<file path="src/rtl/usttx_pkg.sv">
package usttx_pkg;
   localparam int DATA_W = 9;
   localparam int FIFO_DEPTH = 16;
   localparam logic [2:0] CHAR_SIZE_5 = 3'h0;
   localparam logic [2:0] CHAR_SIZE_6 = 3'h1;
   localparam logic [2:0] CHAR_SIZE_7 = 3'h2;
   localparam logic [2:0] CHAR_SIZE_8 = 3'h3;
   localparam logic [2:0] CHAR_SIZE_9 = 3'h7;
   localparam logic [4:0] DIV_NORMAL = 5'h10;
   localparam logic [4:0] DIV_DOUBLE = 5'h08;
   localparam logic [4:0] DIV_SYNC = 5'h02;
   localparam logic [3:0] BITS_BASE = 4'h5;
   localparam logic LINE_IDLE = 1'b1;
   localparam logic START_LEVEL = 1'b0;
   typedef enum logic [2:0] {
      USTTX_IDLE = 3'b000,
      USTTX_START = 3'b001,
      USTTX_DATA = 3'b010,
      USTTX_PARITY = 3'b011,
      USTTX_STOP1 = 3'b100,
      USTTX_STOP2 = 3'b101
   } usttx_state_t;
endpackage

</file>
<file path="src/rtl/usttx_fifo.sv">
module usttx_fifo #(
   parameter int WIDTH = 9,
   parameter int DEPTH = 16
) (
   input wire logic clk,
   input wire logic nrst,
   input wire logic in_valid,
   output logic in_ready,
   input wire logic [WIDTH-1:0] in_data,
   output logic out_valid,
   input wire logic out_ready,
   output logic [WIDTH-1:0] out_data
);
   localparam int AW = $clog2(DEPTH);
   logic [WIDTH-1:0] mem_reg [DEPTH];
   logic [AW-1:0] wr_ptr_reg;
   logic [AW-1:0] rd_ptr_reg;
   logic [AW:0] count_reg;
   logic push;
   logic pop;

   assign in_ready = (count_reg != (AW+1)'(DEPTH));
   assign out_valid = (count_reg != '0);
   assign out_data = mem_reg[rd_ptr_reg];
   assign push = in_valid && in_ready;
   assign pop = out_valid && out_ready;

   always_ff @(posedge clk) begin
      if (push) begin
         mem_reg[wr_ptr_reg] <= in_data;
      end
   end

   always_ff @(posedge clk) begin
      if (!nrst) begin
         wr_ptr_reg <= '0;
         rd_ptr_reg <= '0;
         count_reg <= '0;
      end else begin
         if (push) begin
            wr_ptr_reg <= (wr_ptr_reg == AW'(DEPTH-1)) ? '0 : wr_ptr_reg + 1'b1;
         end
         if (pop) begin
            rd_ptr_reg <= (rd_ptr_reg == AW'(DEPTH-1)) ? '0 : rd_ptr_reg + 1'b1;
         end
         if (push && !pop) begin
            count_reg <= count_reg + 1'b1;
         end else if (pop && !push) begin
            count_reg <= count_reg - 1'b1;
         end
      end
   end
endmodule // usttx_fifo

</file>
<file path="src/rtl/usttx_core.sv">
// Function
// RULE1 - Transmit enable takes the serial output pin from the port function.
// RULE2 - Synchronous mode with transmitter enabled uses the sync clock to time bits.
// RULE3 - Writing the data buffer loads the transmit buffer and starts a transfer.
// RULE4 - Buffer moves to shift register when idle or right after last stop bit.
// RULE5 - Shift register sends one whole frame at the selected bit rate.
// RULE6 - Characters under eight bits send only the configured low bits.
// RULE7 - Size code 7 sends the ninth bit, written before the low byte.
// RULE8 - Buffer-empty flag set while empty, cleared by write until moved.
// RULE9 - Buffer-empty interrupt requested while flag, enable and global enable are set.
// RULE10 - Software writes zero to the buffer-empty flag position.
// RULE11 - Buffer-empty handler writes data or clears its interrupt enable.
// RULE12 - Transmit-complete set when frame is out and buffer holds nothing.
// RULE13 - Transmit-complete cleared on interrupt service or by writing one.
// RULE14 - Transmit-complete interrupt requested when flag, enable and global enable set.
// RULE15 - Parity enabled inserts parity between last data bit and first stop bit.
// RULE16 - Disable waits until shift register and buffer have sent everything.
// RULE17 - Once effectively disabled, the serial pin returns to port function.
// RULE18 - Frame: low start, data LSB first, parity, stop; idle line high.
// RULE19 - Bit clock divides baud tick by 2, 8 or 16 per mode; sync mode here times bits from sync clock pin edges instead of baud tick / 2.
// RULE20 - Sync data changes on rising edge for polarity zero, falling for one.
// RULE21 - Parity type bit selects odd or even parity.
// RULE22 - Stop-bit select chooses one or two high stop bits.
// RULE23 - Even parity makes ones count even; odd parity makes it odd.
module usttx_core #(
   parameter int FIFO_DEPTH = usttx_pkg::FIFO_DEPTH
) (
   input wire logic clk,
   input wire logic nrst,
   input wire logic tx_enable,
   input wire logic sync_mode,
   input wire logic double_speed,
   input wire logic clock_polarity,
   input wire logic [2:0] char_size,
   input wire logic parity_enable_bit,
   input wire logic parity_odd_select,
   input wire logic stop_bit_select,
   input wire logic tx_ninth_bit,
   input wire logic baud_tick,
   input wire logic sync_clock_pin_in,
   input wire logic [7:0] data_buffer_wdata,
   input wire logic data_buffer_write,
   output logic data_buffer_ready,
   input wire logic tx_complete_write_one,
   input wire logic tx_complete_irq_ack,
   input wire logic buffer_empty_irq_en,
   input wire logic tx_complete_irq_en,
   input wire logic global_irq_en,
   output logic tx_buffer_empty,
   output logic tx_complete,
   output logic buffer_empty_irq,
   output logic tx_complete_irq,
   output logic serial_out,
   output logic serial_out_en,
   output logic tx_active
);
   logic fifo_out_valid;
   logic fifo_out_ready;
   logic fifo_in_ready;
   logic [usttx_pkg::DATA_W-1:0] fifo_out_data;
   logic [usttx_pkg::DATA_W-1:0] fifo_in_data;
   logic sck_meta_reg;
   logic sck_sync_reg;
   logic sck_prev_reg;
   logic [4:0] div_cnt_reg;
   logic bit_tick;
   logic [4:0] div_limit;
   logic sync_edge;
   usttx_pkg::usttx_state_t state_reg;
   logic [usttx_pkg::DATA_W-1:0] shift_reg;
   logic [3:0] bit_cnt_reg;
   logic [3:0] nbits;
   logic parity_reg;
   logic en_eff_reg;
   logic load;
   logic frame_done;
   logic empty_now;
   logic start_armed_reg;
   logic last_data;

   // Character width: low bits only for short sizes, ninth bit for size code 7
   always_comb begin
      fifo_in_data = '0;
      case (char_size)
         usttx_pkg::CHAR_SIZE_5: fifo_in_data = {4'h0, data_buffer_wdata[4:0]}; // see RULE6
         usttx_pkg::CHAR_SIZE_6: fifo_in_data = {3'h0, data_buffer_wdata[5:0]}; // see RULE6
         usttx_pkg::CHAR_SIZE_7: fifo_in_data = {2'h0, data_buffer_wdata[6:0]}; // see RULE6
         usttx_pkg::CHAR_SIZE_9: fifo_in_data = {tx_ninth_bit, data_buffer_wdata}; // see RULE7
         default: fifo_in_data = {1'b0, data_buffer_wdata};
      endcase
   end

   always_comb begin
      nbits = 4'h8;
      case (char_size)
         usttx_pkg::CHAR_SIZE_5: nbits = usttx_pkg::BITS_BASE;
         usttx_pkg::CHAR_SIZE_6: nbits = usttx_pkg::BITS_BASE + 4'h1;
         usttx_pkg::CHAR_SIZE_7: nbits = usttx_pkg::BITS_BASE + 4'h2;
         usttx_pkg::CHAR_SIZE_9: nbits = 4'h9;
         default: nbits = 4'h8;
      endcase
   end

   // Write into the transmit buffer queue starts a transfer
   usttx_fifo #(
      .WIDTH(usttx_pkg::DATA_W),
      .DEPTH(FIFO_DEPTH)
   ) u_fifo (
      .clk(clk),
      .nrst(nrst),
      .in_valid(data_buffer_write && en_eff_reg), // see RULE3
      .in_ready(fifo_in_ready),
      .in_data(fifo_in_data),
      .out_valid(fifo_out_valid),
      .out_ready(fifo_out_ready),
      .out_data(fifo_out_data)
   );

   // Sync clock pin passes two flops before the edge detector
   always_ff @(posedge clk) begin
      if (!nrst) begin
         sck_meta_reg <= 1'b0;
         sck_sync_reg <= 1'b0;
         sck_prev_reg <= 1'b0;
      end else begin
         sck_meta_reg <= sync_clock_pin_in;
         sck_sync_reg <= sck_meta_reg;
         sck_prev_reg <= sck_sync_reg;
      end
   end

   // Polarity zero shifts on rising edge, one on falling edge
   assign sync_edge = clock_polarity ? (sck_prev_reg && !sck_sync_reg)
                                     : (!sck_prev_reg && sck_sync_reg); // see RULE20

   always_comb begin
      if (sync_mode) begin
         div_limit = usttx_pkg::DIV_SYNC;
      end else if (double_speed) begin
         div_limit = usttx_pkg::DIV_DOUBLE;
      end else begin
         div_limit = usttx_pkg::DIV_NORMAL;
      end
   end

   // Async modes divide the baud tick; sync mode times bits from the pin edges
   always_ff @(posedge clk) begin
      if (!nrst) begin
         div_cnt_reg <= '0;
      end else if (baud_tick) begin
         div_cnt_reg <= (div_cnt_reg >= div_limit - 5'h1) ? 5'h0 // see RULE19
                                                           : div_cnt_reg + 5'h1;
      end
   end

   assign bit_tick = sync_mode ? sync_edge // see RULE2
                               : (baud_tick && (div_cnt_reg >= div_limit - 5'h1)); // see RULE5

   // Load when idle or in the cycle the last stop bit ends
   assign frame_done = bit_tick && ((state_reg == usttx_pkg::USTTX_STOP2) ||
                       (state_reg == usttx_pkg::USTTX_STOP1 && !stop_bit_select));
   assign load = fifo_out_valid && // see RULE4
                 ((state_reg == usttx_pkg::USTTX_IDLE) || frame_done);
   assign fifo_out_ready = load;
   assign last_data = (bit_cnt_reg == nbits - 4'h1);

   // A load from idle is off the bit grid, so the start bit waits for the next tick
   always_ff @(posedge clk) begin
      if (!nrst) begin
         state_reg <= usttx_pkg::USTTX_IDLE;
      end else if (load) begin
         state_reg <= usttx_pkg::USTTX_START;
      end else if (bit_tick) begin
         case (state_reg)
            usttx_pkg::USTTX_START: begin
               if (start_armed_reg) begin
                  state_reg <= usttx_pkg::USTTX_DATA;
               end
            end
            usttx_pkg::USTTX_DATA: begin
               if (last_data) begin
                  state_reg <= parity_enable_bit ? usttx_pkg::USTTX_PARITY // see RULE15
                                                 : usttx_pkg::USTTX_STOP1;
               end
            end
            usttx_pkg::USTTX_PARITY: state_reg <= usttx_pkg::USTTX_STOP1;
            usttx_pkg::USTTX_STOP1: begin
               state_reg <= stop_bit_select ? usttx_pkg::USTTX_STOP2 // see RULE22
                                            : usttx_pkg::USTTX_IDLE;
            end
            usttx_pkg::USTTX_STOP2: state_reg <= usttx_pkg::USTTX_IDLE;
            default: state_reg <= usttx_pkg::USTTX_IDLE;
         endcase
      end
   end

   // Back-to-back loads sit on a tick already, so their start bit goes out at once
   always_ff @(posedge clk) begin
      if (!nrst) begin
         start_armed_reg <= 1'b0;
      end else if (load) begin
         start_armed_reg <= frame_done;
      end else if (bit_tick && state_reg == usttx_pkg::USTTX_START) begin
         start_armed_reg <= 1'b1; // see RULE18
      end
   end

   always_ff @(posedge clk) begin
      if (!nrst) begin
         shift_reg <= '0;
      end else if (load) begin
         shift_reg <= fifo_out_data;
      end else if (bit_tick && state_reg == usttx_pkg::USTTX_DATA) begin
         shift_reg <= {1'b0, shift_reg[usttx_pkg::DATA_W-1:1]}; // see RULE18
      end
   end

   always_ff @(posedge clk) begin
      if (!nrst) begin
         bit_cnt_reg <= '0;
      end else if (load) begin
         bit_cnt_reg <= '0;
      end else if (bit_tick && state_reg == usttx_pkg::USTTX_DATA) begin
         bit_cnt_reg <= bit_cnt_reg + 4'h1; // see RULE6
      end
   end

   // Parity over the stored data, already masked to the character size
   always_ff @(posedge clk) begin
      if (!nrst) begin
         parity_reg <= 1'b0;
      end else if (load) begin
         parity_reg <= ^fifo_out_data ^ parity_odd_select; // see RULE21 see RULE23
      end
   end

   // Frame shape on the line, idle high
   always_ff @(posedge clk) begin
      if (!nrst) begin
         serial_out <= 1'b1;
      end else begin
         case (state_reg)
            usttx_pkg::USTTX_START: serial_out <= start_armed_reg ? usttx_pkg::START_LEVEL
                                                                   : usttx_pkg::LINE_IDLE; // see RULE18
            usttx_pkg::USTTX_DATA: serial_out <= shift_reg[0]; // see RULE18
            usttx_pkg::USTTX_PARITY: serial_out <= parity_reg; // see RULE15
            default: serial_out <= usttx_pkg::LINE_IDLE; // see RULE22
         endcase
      end
   end

   assign empty_now = !fifo_out_valid;

   // Disable deferred until buffer and shifter are drained
   always_ff @(posedge clk) begin
      if (!nrst) begin
         en_eff_reg <= 1'b0;
      end else if (tx_enable) begin
         en_eff_reg <= 1'b1; // see RULE1
      end else if (empty_now && state_reg == usttx_pkg::USTTX_IDLE && !load &&
                   !data_buffer_write) begin
         en_eff_reg <= 1'b0; // see RULE16
      end
   end

   // Pin ownership follows the effective enable, not the request
   always_ff @(posedge clk) begin
      if (!nrst) begin
         serial_out_en <= 1'b0;
      end else begin
         serial_out_en <= en_eff_reg; // see RULE1 see RULE17
      end
   end

   always_ff @(posedge clk) begin
      if (!nrst) begin
         tx_active <= 1'b0;
      end else begin
         tx_active <= (state_reg != usttx_pkg::USTTX_IDLE);
      end
   end

   // Flag lags one cycle behind the queue; a write clears it at once
   always_ff @(posedge clk) begin
      if (!nrst) begin
         tx_buffer_empty <= 1'b1;
      end else begin
         tx_buffer_empty <= empty_now && !(data_buffer_write && en_eff_reg); // see RULE8
      end
   end

   // Ready is one cycle late; a write into a full queue is dropped
   always_ff @(posedge clk) begin
      if (!nrst) begin
         data_buffer_ready <= 1'b1;
      end else begin
         data_buffer_ready <= fifo_in_ready;
      end
   end

   // Set wins over clear
   always_ff @(posedge clk) begin
      if (!nrst) begin
         tx_complete <= 1'b0;
      end else if (frame_done && !fifo_out_valid) begin
         tx_complete <= 1'b1; // see RULE12
      end else if (tx_complete_write_one || tx_complete_irq_ack) begin
         tx_complete <= 1'b0; // see RULE13
      end
   end

   // Level requests; the complete request follows the flag and drops on service
   always_ff @(posedge clk) begin
      if (!nrst) begin
         buffer_empty_irq <= 1'b0;
         tx_complete_irq <= 1'b0;
      end else begin
         buffer_empty_irq <= buffer_empty_irq_en && global_irq_en && empty_now &&
                             !(data_buffer_write && en_eff_reg); // see RULE9
         tx_complete_irq <= tx_complete_irq_en && global_irq_en &&
                            ((tx_complete && !tx_complete_write_one && !tx_complete_irq_ack) ||
                             (frame_done && !fifo_out_valid)); // see RULE14
      end
   end
endmodule // usttx_core

</file>
<file path="config.mk">
export PLATFORM = sky130hd
export DESIGN_NAME = usttx_core
export DESIGN_NICKNAME = d
export VERILOG_FILES = /design/src/rtl/usttx_pkg.sv /design/src/rtl/usttx_fifo.sv /design/src/rtl/usttx_core.sv
export SDC_FILE = /design/constraint.sdc
export NUM_CORES = 1
export LEC_CHECK = 0
export ABC_AREA = 0
export ABC_CLOCK_PERIOD_IN_PS = 4400
export BUFFER_PORTS_ARGS = -buffer_cell sky130_fd_sc_hd__buf_2
export CAP_MARGIN = 20
export CORE_AREA = 2 2 126 128
export CTS_CLUSTER_SIZE = 20
export DETAILED_ROUTE_END_ITERATION = 7
export DIE_AREA = 0 0 128 130
export GPL_TIMING_DRIVEN = 0
export PLACE_DENSITY = 0.71
export SLEW_MARGIN = 20
export SYNTH_ARGS = -nofsm -noshare
export SYNTH_HDL_FRONTEND = slang
export SYNTH_HIERARCHICAL = 1
export SYNTH_SLANG_ARGS = --single-unit
</file>
<file path="constraint.sdc">
create_clock -name clk -period 4.4 [get_ports clk]
set_input_delay 0.66 -clock clk [delete_from_list [all_inputs] [get_ports clk]]
set_output_delay 0.66 -clock clk [all_outputs]
set_load 0.005 [all_outputs]
</file>
==> results.txt <==
The worst-case IR drop observed on VDD is 357 uV. The logs give 0 for the overall overflow remaining after global route and 37 for the number of I/O pins. Data on the critical path is required at its endpoint by 4760 ps.

The total power per unit cell area came out at 537 mW/mm2. Number of vias after detailed routing: 4,658. Using the TritonRoute via totals, the vias-per-cell ratio works out to 5.86. The buffer cell driving the clock tree root is clkbuf_16.

Routability-driven placement finished with a final weighted congestion of 0.823. The post-synthesis mux area share was 0.118. The run gives 0.00315 uW as the total leakage power.

Part of the cycle the worst path needs: 0.824. TritonCTS built the clock tree. In this run the worst path has a maximum fanout of 10. The initial core utilization is 0.530. Number of antenna violations at the first check in global routing: 0. Share of the synthesized area in the top cell type: 0.529. The average wire per cell in the routed design came out at 20.3 um.

Type of the worst setup path: in -> reg. During synthesis, Yosys emitted a total of 6 warnings. The logs give 0 for the detailed-route DRC error count and 10.8 mm for the detailed-placement wirelength estimate. The number of nets handed over by synthesis was 580.

The total number of H-tree levels is 4, and the clock slew at the register clock pins of the worst setup and hold paths is 70 ps. The number of sinks handled by clock tree synthesis is 196, and the compound-cell area share of the yosys netlist is 0.0731. The overall global routing resource usage is 0.207.

The combinational family with the most area after synthesis was multiplexers. The longest clock path from root to sink contains 2 buffers. The critical path goes through buf_2, or2_2, ha_1, a21oi_1, o22ai_1, o211a_1, o21ai_1, buf_4, inv_1, o21ai_2, ha_1, inv_1, ha_1, a21o_1, a21oi_1, or4b_2, nand3_1. After the first detailed-routing iteration, the DRC count stood at 424.

The leading area contributor after synthesis was edfxtp_1. The analysis attributes to net switching a power of 1410 uW. Synthesized-area fraction occupied by and/or/nand/nor cells: 0.0859. The setup violation total in the final timing report was 0; the number of I/O port buffers was 33. The utilization after layout is 0.598. The switching share of total power was 0.284; the post-route worst setup slack was 775 ps.

The number of antenna cells inserted was 0. For this design, the CTS-stage hold fixing added 0 buffers. The later pin in the worst-skew pair is clocked with a latency of 420 ps. The count of maximum capacitance violations was 0; the share of async-settable or async-resettable flops after synthesis was 0. The register with the most flip-flops in the layout has 144 of them. Primary flip-flop cell chosen by synthesis mapping: edfxtp_1. The count of different cell masters after synthesis is 61. Summed over all layers, the routed wires come to 16.2 mm. The largest single stage delay on the critical path is 610 ps. For the iteration count of the initial detailed-routing pass, the log shows 5.

In the layout the commonest cells are edfxtp_1, dfxtp_1, buf_2. Accumulated negative setup slack: 0 ps. The combinational share of power was 0.246; the die boundary width was 128 um.

The worst max-slew margin expressed relative to the limit is 0.480, and the fraction of the mapped netlist area in adder cells is 0.0254. The type of the most critical hold path is in -> reg. The run gives 46 as the total number of placement rows.

On the critical path, the stage with the largest delay is an instance of or4b_2. The synthesized area per cell was 15.3 um2; the fraction of power consumed by the clock network was 0.318. The run gives 17 as the clock buffer count from CTS. Buffers inserted during post-CTS setup optimization: 0. The run finished with clean final reports.

The count of endpoints failing hold in the final timing report is 0. The proportion of power drawn by flip-flops and latches is 0.436. At the placement stage, the worst setup path has a slack of 336 ps. The total area inside the core boundary comes to 0.0154 mm2. At the end of the flow, the number of nets in the layout was 636.

The worst setup skew after layout is 9.15 ps. Entering global routing, the biggest net connects 18 pins. The worst setup path is launched from a primary input. In this run the remaining antenna-violating nets after routing total 0. Sorting the synthesized cells by area gives the leading types as edfxtp_1, dfxtp_1, mux4_2, ha_1, a22oi_1. The via count of the first global-routing pass is 4,659. The cell count after synthesis came out at 535.

The share of the yosys chip area belonging to registers came out at 0.657. The die area came out at 0.0166 mm2. STA classifies the critical path endpoint as a register. Netlist area before placement: 0.00817 mm2.

The shortest clock period the worst path allows after layout was 3620 ps. The library cell used most frequently in the layout, excluding fill and tap cells, is edfxtp_1. The timing-limited maximum frequency is 276 MHz. Arrival time of the worst setup path: 3990 ps.

The first global-routing pass estimated 24.9 mm of wire. The number of pins with negative max-slew slack in the final report was 0; the die height was 130 um. Count of instances resized after the clock tree is built: 0.

The dominant cell type by count on the critical path was ha_1. The area added between synthesis and finish is 13.0%. Setup repair after global routing left no endpoint under its margin. For the pin with the worst max-slew slack, the measured transition is 777 ps. The internal cell power is 3550 uW. The number of synthesized flops with an enable pin is 144, and the post-layout total power is 4960 uW. In this run, synthesis produced a sequential element count of 196.

The parity-gate share of the synthesized area counting xor and xnor cells was 0.0214. The fraction of final layout cells sized beyond drive strength 1 was 0.212.
[worst max-delay path, delay by kind of cell]
family	cells	cell delay, ps
compound gates	7	1000
buf+inv	4	550
simple gates	3	970
fa+ha+maj	3	800
[final timing paths]
check                     from                   to  slack [ps]  cells past startpoint
max reg2reg     div_cnt_reg[3]  u_fifo/count_reg[3]        1060                     15
max                  sync_mode  u_fifo/count_reg[3]         780                     17
min reg2reg       sck_meta_reg         sck_sync_reg         440                      1
min          sync_clock_pin_in         sck_meta_reg         440                      2
[power groups by stage]
stage,registers (uW),clock network [uW],logic [uW]
floorplan,2190,0,942
global placement,2200,0,1180
finish,2160,1580,1220
global route,2170,1680,1350
CTS,2160,1610,1230
detailed placement,2200,0,1220
[through the flow]
step	instances	cell area (um2)	hold slack (ps)
finish	795	9230	442
global route	795	9230	426
CTS	795	9230	424
detailed placement	764	8630	425
global placement	760	8570	432
floorplan	535	8170	412
[area by class of cell]
| type | instances | area, um2 |
|---|---|---|
| inverters | 9 | 33.8 |
| flip-flops and latches | 196 | 5370 |
| multi-input cells | 305 | 2670 |
| clock buffers | 19 | 433 |
| fillers | 1134 | 6200 |
| plain buffers | 25 | 124 |
| clock inverters | 12 | 166 |
| repair buffers | 37 | 193 |
| well taps | 192 | 240 |
[cells by family after synthesis]
kind of cell / count (synthesis)
flip-flops: 196
XOR/XNOR: 20
AND/OR/NAND/NOR: 130
AO/OA/AOI/OAI: 87
buffers and inverters: 34
multiplexers: 51
adder cells (fa/ha/maj): 16
other: 1
[Yosys cell counts (3+ instances only)]
library cell	count
edfxtp_1	144
dfxtp_1	52
mux4_2	36
nand2_1	34
a21oi_1	22
nor2_1	22
and2_1	21
a22oi_1	20
xnor2_1	16
ha_1	15
mux2i_1	15
o21ai_0	13
clkbuf_1	12
nor2b_1	11
nand3_1	10
inv_1	8
buf_2	6
nand2b_1	5
nor4b_1	5
a31oi_1	4
buf_4	4
nand3b_1	4
nand4_1	4
xor2_1	4
a21boi_0	3
[layer usage]
metal | wire length [um] | global-route usage | part of all wire
met4 | 210 | 0.0692 | 0.013
met3 | 904 | 0.0480 | 0.056
met1 | 6860 | 0.271 | 0.42
met2 | 8180 | 0.347 | 0.51
met5 | 0 | 0 | 0
No activity file was read; power rests on OpenSTA's default activity.
